==> src/logic/copper_phy_regs.svh <==
// offsets, field positions, reset values of the copper status block
// assumes an 8-bit byte address on the register bus
`ifndef COPPER_PHY_REGS_SVH
`define COPPER_PHY_REGS_SVH

`define PHY_ADDR_W 8
`define PHY_REG_W 16
`define PHY_CTRL_IDX 6'h10
`define PHY_STAT1_IDX 6'h11
`define PHY_IEN_IDX 6'h12
`define PHY_EVT_IDX 6'h13
`define PHY_CTRL_ADDR {`PHY_CTRL_IDX, 2'h0}
`define PHY_STAT1_ADDR {`PHY_STAT1_IDX, 2'h0}
`define PHY_IEN_ADDR {`PHY_IEN_IDX, 2'h0}
`define PHY_EVT_ADDR {`PHY_EVT_IDX, 2'h0}

// control register fields
`define CTRL_SWRST 15
`define CTRL_AN_EN 12
`define CTRL_MDI_HI 6
`define CTRL_MDI_LO 5
`define CTRL_POL_DIS 1

// status fields
`define ST_SPEED_HI 15
`define ST_SPEED_LO 14
`define ST_DUPLEX 13
`define ST_PAGE 12
`define ST_RESOLVED 11
`define ST_LINK_RT 10
`define ST_TX_PAUSE 9
`define ST_RX_PAUSE 8
`define ST_MDIX 6
`define ST_DOWNSHIFT 5
`define ST_ENERGY 4
`define ST_LINK 3
`define ST_POL 1
`define ST_JABBER 0

// event and enable bit positions
`define EV_AN_ERR 15
`define EV_SPEED 14
`define EV_DUPLEX 13
`define EV_PAGE 12
`define EV_AN_DONE 11
`define EV_LINK 10
`define EV_SYMBOL 9
`define EV_FALSE_CAR 8
`define EV_MDIX 6
`define EV_DOWNSHIFT 5
`define EV_ENERGY 4
`define EV_FLP_NOLINK 3
`define EV_POL 1
`define EV_JABBER 0

`define EV_VALID_MASK 16'hFF7B
`define RST_SPEED 2'h2
`define RST_MDIX 1'h1
`define RST_MDI_MODE 2'h3
`define RST_AN_EN 1'h1
`define RST_IEN 16'h0000

`endif

==> src/logic/copper_phy_pkg.sv <==
// types of the copper status block
// assumes copper_phy_regs.svh for all numbers
package copper_phy_pkg;

	typedef enum logic [1:0]
	{
		MDI_MANUAL = 2'h0,
		MDIX_MANUAL = 2'h1,
		MDI_RSVD = 2'h2,
		MDI_AUTO = 2'h3
	} mdi_mode_t;

	typedef enum logic [2:0]
	{
		SEL_NONE = 3'h0,
		SEL_CTRL = 3'h1,
		SEL_STAT1 = 3'h2,
		SEL_IEN = 3'h3,
		SEL_EVT = 3'h4
	} reg_sel_t;

	typedef struct packed {
		logic [15:0] ien;
		logic an_en;
		logic [1:0] mdi_mode;
		logic [1:0] mdi_act;
		logic pol_dis;
		logic [15:0] stat;
		logic [31:0] prdata;
		logic pready;
		logic pslverr;
		logic irq;
	} phy_state_t;

	typedef struct packed {
		logic [15:0] q;
	} evt_state_t;

endpackage : copper_phy_pkg

==> src/logic/copper_event_latch.sv <==
// latched-high event bits, cleared by read or by writing ones
// assumes set pulses already aligned to pclk
`timescale 1ns/1ps
`default_nettype none
`include "copper_phy_regs.svh"

module copper_event_latch #(
	parameter logic [15:0] VALID = `EV_VALID_MASK
)(
	input wire logic pclk,
	input wire logic presetn,
	input wire logic [15:0] set,
	input wire logic rd_clr,
	input wire logic [15:0] w1c,
	input wire logic sw_clr,
	output logic [15:0] q
);

	copper_phy_pkg::evt_state_t st;
	copper_phy_pkg::evt_state_t next_st;
	logic [15:0] clr;

	always_comb
	begin
		clr = w1c | {16{rd_clr | sw_clr}};
		// set beats a clear landing in the same cycle
		next_st.q = ((st.q & ~clr) | set) & VALID;
	end

	always_ff @(posedge pclk or negedge presetn)
	begin
		if (!presetn)
			st <= '0;
		else
			st <= next_st;
	end

	assign q = st.q;
endmodule : copper_event_latch
`default_nettype wire

==> src/logic/copper_phy_status_irq_enable.sv <==
// copper status, event and interrupt-enable registers on APB
// assumes PHY datapath inputs are synchronous to pclk
`timescale 1ns/1ps
`default_nettype none
`include "copper_phy_regs.svh"

module copper_phy_status_irq_enable #(
	parameter int ADDR_W = `PHY_ADDR_W
)(
	input wire logic pclk,
	input wire logic presetn,
	input wire logic psel,
	input wire logic penable,
	input wire logic pwrite,
	input wire logic [ADDR_W-1:0] paddr,
	input wire logic [31:0] pwdata,
	input wire logic [3:0] pstrb,
	output logic [31:0] prdata,
	output logic pready,
	output logic pslverr,
	output logic irq,
	input wire logic an_complete,
	input wire logic [1:0] line_speed,
	input wire logic line_full_duplex,
	input wire logic page_in,
	input wire logic link_up,
	input wire logic tx_pause_in,
	input wire logic rx_pause_in,
	input wire logic auto_mdix,
	input wire logic downshift_in,
	input wire logic energy_sleep,
	input wire logic polarity_rev,
	input wire logic jabber_in,
	input wire logic ms_fault,
	input wire logic pd_fault,
	input wire logic no_common_mode,
	input wire logic an_no_link,
	input wire logic symbol_err,
	input wire logic false_carrier,
	input wire logic flp_no_link,
	output logic [1:0] mdi_mode_active,
	output logic polarity_detect_off
);

	copper_phy_pkg::phy_state_t st;
	copper_phy_pkg::phy_state_t next_st;
	logic [15:0] ev_q;
	logic [15:0] ev_set;
	logic [15:0] ev_w1c;
	logic ev_rd_clr;
	logic sw_go;
	logic acc;
	logic setup;
	logic low_lanes;
	logic resolved;
	logic [15:0] s;
	copper_phy_pkg::reg_sel_t sel_setup;
	copper_phy_pkg::reg_sel_t sel_acc;

	function automatic copper_phy_pkg::reg_sel_t decode(
		input logic [ADDR_W-1:0] a);
		if (a == ADDR_W'(`PHY_CTRL_ADDR))
			return copper_phy_pkg::SEL_CTRL;
		else if (a == ADDR_W'(`PHY_STAT1_ADDR))
			return copper_phy_pkg::SEL_STAT1;
		else if (a == ADDR_W'(`PHY_IEN_ADDR))
			return copper_phy_pkg::SEL_IEN;
		else if (a == ADDR_W'(`PHY_EVT_ADDR))
			return copper_phy_pkg::SEL_EVT;
		else
			return copper_phy_pkg::SEL_NONE;
	endfunction : decode

	// crossover bit from the mode taken at the last soft reset
	function automatic logic mdix_of(input logic [1:0] mode,
		input logic auto_in);
		if (mode == 2'(copper_phy_pkg::MDI_MANUAL))
			return 1'b0;
		else if (mode == 2'(copper_phy_pkg::MDIX_MANUAL))
			return 1'b1;
		else
			return auto_in;
	endfunction : mdix_of

	copper_event_latch #(
		.VALID(`EV_VALID_MASK)
	) u_events (
		.pclk(pclk),
		.presetn(presetn),
		.set(ev_set),
		.rd_clr(ev_rd_clr),
		.w1c(ev_w1c),
		.sw_clr(sw_go),
		.q(ev_q)
	);

	always_comb
	begin
		next_st = st;
		s = st.stat;
		setup = psel && !penable;
		acc = psel && penable && st.pready;
		// only the low two lanes carry the 16-bit registers
		low_lanes = pstrb[1] && pstrb[0];
		sel_setup = decode(paddr);
		sel_acc = decode(paddr);
		sw_go = acc && pwrite && low_lanes &&
			sel_acc == copper_phy_pkg::SEL_CTRL && pwdata[`CTRL_SWRST];
		ev_w1c = '0;
		ev_rd_clr = acc && !pwrite && sel_acc == copper_phy_pkg::SEL_EVT;

		resolved = !st.an_en || an_complete;
		s[`ST_RESOLVED] = resolved;
		if (resolved)
			s[`ST_SPEED_HI:`ST_SPEED_LO] = line_speed;
		if (resolved)
			s[`ST_DUPLEX] = line_full_duplex;
		if (resolved)
		begin
			s[`ST_TX_PAUSE] = tx_pause_in;
			s[`ST_RX_PAUSE] = rx_pause_in;
		end
		if (resolved)
			s[`ST_MDIX] = mdix_of(st.mdi_act, auto_mdix);
		s[`ST_LINK_RT] = link_up;
		s[`ST_LINK] = link_up;
		s[`ST_POL] = polarity_rev && !st.pol_dis;
		s[`ST_DOWNSHIFT] = downshift_in;
		s[`ST_ENERGY] = energy_sleep;
		s[`ST_JABBER] = jabber_in;
		// status read clears page unless still arriving
		if (acc && !pwrite && sel_acc == copper_phy_pkg::SEL_STAT1)
			s[`ST_PAGE] = 1'b0;
		if (page_in)
			s[`ST_PAGE] = 1'b1;
		s[7] = 1'b0;
		s[2] = 1'b0;

		ev_set = '0;
		ev_set[`EV_AN_ERR] = ms_fault || pd_fault || no_common_mode ||
			an_no_link;
		ev_set[`EV_SPEED] = s[`ST_SPEED_HI:`ST_SPEED_LO] !=
			st.stat[`ST_SPEED_HI:`ST_SPEED_LO];
		ev_set[`EV_DUPLEX] = s[`ST_DUPLEX] != st.stat[`ST_DUPLEX];
		ev_set[`EV_PAGE] = page_in;
		ev_set[`EV_AN_DONE] = an_complete && st.an_en &&
			!st.stat[`ST_RESOLVED];
		ev_set[`EV_LINK] = s[`ST_LINK] != st.stat[`ST_LINK];
		ev_set[`EV_SYMBOL] = symbol_err;
		ev_set[`EV_FALSE_CAR] = false_carrier;
		ev_set[`EV_MDIX] = s[`ST_MDIX] != st.stat[`ST_MDIX];
		ev_set[`EV_DOWNSHIFT] = s[`ST_DOWNSHIFT] &&
			!st.stat[`ST_DOWNSHIFT];
		ev_set[`EV_ENERGY] = s[`ST_ENERGY] != st.stat[`ST_ENERGY];
		ev_set[`EV_FLP_NOLINK] = flp_no_link;
		ev_set[`EV_POL] = s[`ST_POL] != st.stat[`ST_POL];
		ev_set[`EV_JABBER] = s[`ST_JABBER] && !st.stat[`ST_JABBER];

		// soft reset clears page, and clears resolved when negotiation is on
		if (sw_go)
		begin
			s[`ST_PAGE] = 1'b0;
			// negotiation off keeps resolved at one
			s[`ST_RESOLVED] = !st.an_en;
			next_st.mdi_act = st.mdi_mode;
		end
		next_st.stat = s;

		// zero-wait slave: decode in setup, answer in access
		next_st.pready = setup;
		if (setup)
		begin
			next_st.pslverr = sel_setup == copper_phy_pkg::SEL_NONE;
			next_st.prdata = '0;
			if (!pwrite)
			begin
				if (sel_setup == copper_phy_pkg::SEL_CTRL)
				begin
					next_st.prdata[`CTRL_AN_EN] = st.an_en;
					next_st.prdata[`CTRL_MDI_HI:`CTRL_MDI_LO] =
						st.mdi_mode;
					next_st.prdata[`CTRL_POL_DIS] = st.pol_dis;
				end
				else if (sel_setup == copper_phy_pkg::SEL_STAT1)
					next_st.prdata[15:0] = st.stat;
				else if (sel_setup == copper_phy_pkg::SEL_IEN)
					next_st.prdata[15:0] = st.ien;
				else if (sel_setup == copper_phy_pkg::SEL_EVT)
					next_st.prdata[15:0] = ev_q;
			end
		end
		else
		begin
			next_st.pslverr = 1'b0;
		end

		if (acc && pwrite && low_lanes)
		begin
			if (sel_acc == copper_phy_pkg::SEL_CTRL)
			begin
				next_st.an_en = pwdata[`CTRL_AN_EN];
				// new crossover mode waits for a soft reset
				next_st.mdi_mode = pwdata[`CTRL_MDI_HI:`CTRL_MDI_LO];
				next_st.pol_dis = pwdata[`CTRL_POL_DIS];
				if (pwdata[`CTRL_SWRST])
					next_st.mdi_act =
						pwdata[`CTRL_MDI_HI:`CTRL_MDI_LO];
			end
			else if (sel_acc == copper_phy_pkg::SEL_IEN)
				next_st.ien = pwdata[15:0] & `EV_VALID_MASK;
			else if (sel_acc == copper_phy_pkg::SEL_EVT)
				ev_w1c = pwdata[15:0];
		end

		// level interrupt, one cycle behind the latch
		next_st.irq = |(ev_q & st.ien);
	end

	always_ff @(posedge pclk or negedge presetn)
	begin
		if (!presetn)
		begin
			st <= '0;
			st.ien <= `RST_IEN;
			st.an_en <= `RST_AN_EN;
			st.mdi_mode <= `RST_MDI_MODE;
			st.mdi_act <= `RST_MDI_MODE;
			st.stat[`ST_SPEED_HI:`ST_SPEED_LO] <= `RST_SPEED;
			st.stat[`ST_MDIX] <= `RST_MDIX;
		end
		else
			st <= next_st;
	end

	assign prdata = st.prdata;
	assign pready = st.pready;
	assign pslverr = st.pslverr;
	assign irq = st.irq;
	assign mdi_mode_active = st.mdi_act;
	assign polarity_detect_off = st.pol_dis;
endmodule : copper_phy_status_irq_enable
`default_nettype wire

==> config.mk <==
export PLATFORM = sky130hd
export DESIGN_NAME = copper_phy_status_irq_enable
export DESIGN_NICKNAME = d
export VERILOG_FILES = /design/src/logic/copper_phy_pkg.sv /design/src/logic/copper_event_latch.sv /design/src/logic/copper_phy_status_irq_enable.sv
export VERILOG_INCLUDE_DIRS = /design/src /design/src/logic
export SDC_FILE = /design/constraint.sdc
export NUM_CORES = 1
export LEC_CHECK = 0
export ABC_CLOCK_PERIOD_IN_PS = 2900
export BUFFER_PORTS_ARGS = -buffer_cell sky130_fd_sc_hd__buf_2
export CAP_MARGIN = 20
export CORE_UTILIZATION = 54
export CTS_CLUSTER_DIAMETER = 50
export DETAILED_ROUTE_END_ITERATION = 8
export GPL_TIMING_DRIVEN = 0
export PLACE_DENSITY = 0.87
export SYNTH_ARGS = -nofsm -noshare
export SYNTH_HDL_FRONTEND = slang
export SYNTH_SLANG_ARGS = --single-unit
==> constraint.sdc <==
create_clock -name pclk -period 2.9 [get_ports pclk]
set_input_delay 0.145 -clock pclk [delete_from_list [all_inputs] [get_ports pclk]]
set_output_delay 0.145 -clock pclk [all_outputs]
set_load 0.02 [all_outputs]
==> summary.md <==
| Metric | Value |
|---|---|
| Netlist cell types | 40 |
| GRT Util Overall | 0.2787 |
| Core Area | 5642 um2 |
| Antenna viol nets, final | 0 |
| Placed wire-length estimate | 5867 um |
| Yosys top cell area share | 0.4412 |
| Clock power share | 0.410 |
| Chip width | 79.38 um |
| DR vias/cell | 5.733 |
| CTS Buffer Depth | 2 |
| Setup Fix Bufs, Post-CTS | 0 |
| Share of layout cells above drive strength 1 | 0.4063 |
| Largest net degree at the start of global routing | 40 |
| Main area contributors after synthesis | dfrtp_1, mux2_2, buf_4, dfstp_2, nand2_1 |
| DIE AREA | 6300 um2 |
| First-pass GRT wire length | 12,720 um |
| Unrepaired setup endpoints after global routing | no |
| Finish-stage setup viols | 0 |
| Seq pwr share | 0.489 |
| Total power per unit cell area | 464.5 nW/um2 |
| Vias in the first global route | about 2,600 |
| Dpl ws | between 0.2 and 0.25 ns |
| Number of flops mapped to enable cells by yosys | 0 |
| Antenna violations before repair | 0 |
| Max IR drop VDD | 0.2592 mV |
| Post-synthesis cell area | 3233 um2 |
| Total gr overflow | 0 |
| Final Hold Violating Endpoints | 0 |
| Crit Path Category | input port to register |
| Final wirelength | 8099 um |
| Drt drc | 0 |
| Combinational share of power | 0.100 |
| Die H | 79.38 um |
| Gate Count Post-Synth | 302 |
| Routability congestion estimate from global placement | a little under 1 |
| Sw Share | 0.2378 |
| Synth Register Bits | 64 |
| Cell Area, Placed | about 3700 um2 |
| Yosys warns | 0 |
| TNS Setup | 0 ns |
| Clk root buf | clkbuf_8 |
| P_int | between 1 and 1.5 mW |
| Drt first pass iters | 5 |
| Design area | 4016 um2 |
| Sequential fraction of the synthesis area | 0.4981 |
| # H-tree levels | 3 |
| Effective utilization at floorplan | 0.5731 |
| Row cnt | 27 |
| Ys flop type | dfrtp_1 |
| Total clock sinks | 64 |
| Slew headroom | 0.3001 |
| Resized Gates After CTS | 0 |
| Total CTS buffers | 9 |
| Fin crit share | 0.8329 |
| Total Nets Final | about 480 |
| CTS tree | yes |
| Iter 0 DRT Violations | 307 |
| Fmax | 414.0 MHz |
| FILL cells | 435 |
| Layout area overhead | 24.23% |
| CP max FO | 10 |
| Slew Viols, Final | 0 |
| Largest area contributor in the netlist | dfrtp_1 |
| Worst setup EP type | register |
| Final instance count without filler cells | 483 |
| Async set-reset flop share out of synthesis | 1.000 |
| Clock transition at path regs | 0.07 ns |
| Crit path launch type | input port |
| Arr. time, crit path | 2.64 ns |
| Diode count | 0 |
| Top-Level Pins | 107 |
| Slew @ Worst Pin | approximately 1.0 ns |
| Placed Cells | between 400 and 500 |
| Crit path time final | 2.415 ns |
| Status | completed |
| LEAKAGE | around 1.9 nW |
| Routed length per instance | about 17 um |
| Layout Skew | 0.004180 ns |
| Max-cap check violation count | 0 |
| Port bufs | 68 |
| Cts hold-fix bufs | 7 |
| Critical path required time | 3.12 ns |
| Worst hold path class | input port to register |
| P_sw | 0.4437 mW |
| Clock insertion delay at the later pin of the skew report | 0.34 ns |
| Vias after detailed routing | 2,769 |
| Post-synthesis average cell area | 10.71 um2 |
| Worst setup margin | 0.4846 ns |
==> critical path, cell delays in order <==
cell and delay, ns:
buf_2 0.10, or4b_1 0.52, buf_2 0.21, nor4_1 0.89
buf_2 0.42, nand2_1 0.09, a32o_1 0.26
==> sequential cells by signal, summed over array words and instances, names as in the netlist, named ones only <==
register,flops
u_events.q,14
prdata,14
st,30
pready,1
polarity_detect_off,1
mdi_mode_active,1
pslverr,1
irq,1
==> synth_stat cells (3+ instances only) <==
library cell / instances
a21oi_1: 4
a22oi_1: 6
a31o_2: 9
a32o_1: 6
a32oi_1: 6
buf_2: 3
buf_4: 35
clkbuf_1: 10
dfrtp_1: 57
dfstp_2: 7
inv_1: 5
mux2_2: 25
mux2i_1: 4
nand2_1: 41
nand2b_1: 12
nand4_1: 3
nor2_1: 6
nor4_1: 5
o21ai_0: 13
o41ai_1: 5
or3_1: 3
or4_1: 9
xnor2_1: 3
xor2_1: 4
==> power by group through the flow <==
| stage | clock, mW | sequential [mW] | combinational, mW |
|---|---|---|---|
| 6_report | 0.765 | 0.913 | 0.187 |
| 5_1_grt | 0.814 | 0.913 | 0.204 |
| 4_1_cts | 0.779 | 0.913 | 0.185 |
| 3_5_place_dp | 0 | 0.929 | 0.177 |
| 3_3_place_gp | 0 | 0.928 | 0.170 |
| 2_1_floorplan | 0 | 0.928 | 0.0907 |
==> cell usage in the layout (no fill, tap or decap), drive strengths merged, types with 3 or more instances in the layout <==
| master | netlist | routed |
|---|---|---|
| buf | 39 | 108 |
| dfrtp | 57 | 57 |
| nand2 | 41 | 41 |
| mux2 | 25 | 25 |
| clkbuf | 11 | 24 |
| conb | 1 | 18 |
| o21ai | 13 | 13 |
| nand2b | 12 | 12 |
| or4 | 9 | 9 |
| a31o | 9 | 9 |
| dfstp | 7 | 7 |
| dlygate4sd3 | 0 | 7 |
| nor2 | 7 | 7 |
| a32o | 6 | 6 |
| a22oi | 6 | 6 |
| a32oi | 6 | 6 |
| o41ai | 6 | 6 |
| inv | 5 | 5 |
| nor4 | 5 | 5 |
| xor2 | 4 | 4 |
| mux2i | 4 | 4 |
| a21oi | 4 | 4 |
| or3 | 3 | 3 |
| nand4 | 3 | 3 |
| xnor2 | 3 | 3 |
==> final cells by class <==
class / count / area [um2] / share of cell area
timing repair buffer: 76 / 430.4 / 0.1072
clock buffer: 13 / 158.9 / 0.03956
tap: 72 / 90.09 / 0.02243
clock inverter: 3 / 40.04 / 0.009969
inverter: 5 / 18.77 / 0.004673
sequential: 64 / 1610 / 0.4009
multi-input combinational: 200 / 1344 / 0.3346
buffer: 50 / 324.1 / 0.08069
==> path summary, 6_finish.rpt <==
check                                       from                        to  slack [ns]  depth (start not counted)
max in group asynchronous                presetn        st[56]$_DFFE_PN1N_        1.73                          3
setup reg to reg                pready$_DFF_PN0_  u_events.q[14]$_DFF_PN0_        0.65                          5
setup / recovery                        paddr[5]  u_events.q[14]$_DFF_PN0_        0.48                          7
hold reg to reg            prdata[5]$_DFFE_PN0P_     prdata[5]$_DFFE_PN0P_        0.49                          2
hold / removal                        symbol_err   u_events.q[9]$_DFF_PN0_        0.01                          2
min in group asynchronous                presetn  u_events.q[13]$_DFF_PN0_        0.47                          2
==> cell families after synthesis <==
group	Yosys count	share of synthesized area
buffers and inverters	55	0.1060
AO/OA/AOI/OAI	56	0.1339
flip-flops	64	0.4981
XOR/XNOR	7	0.01896
multiplexers	29	0.09946
AND/OR/NAND/NOR	90	0.1424
other	1	0.001160
==> layer usage <==
| layer | vias to the layer above | GRT usage | wire length [um] |
|---|---|---|---|
| li1 | 1247 | - | - |
| met1 | 1298 | 0.3522 | 3299 |
| met2 | 192 | 0.4405 | 3791 |
| met3 | 32 | 0.05600 | 739 |
| met4 | 0 | 0.1727 | 268 |
| met5 | - | 0 | 0 |
==> through the flow <==
stage               power, mW  hold WS, ns    util
floorplan               1.019      -0.1506       -
global placement        1.098       0.2743  0.6607
detailed placement      1.105       0.2749  0.6642
CTS                     1.877     0.003789  0.7119
global route            1.932     0.006250  0.7119
finish                  1.866     0.009865  0.7119
(Power assumes the default switching activity.)
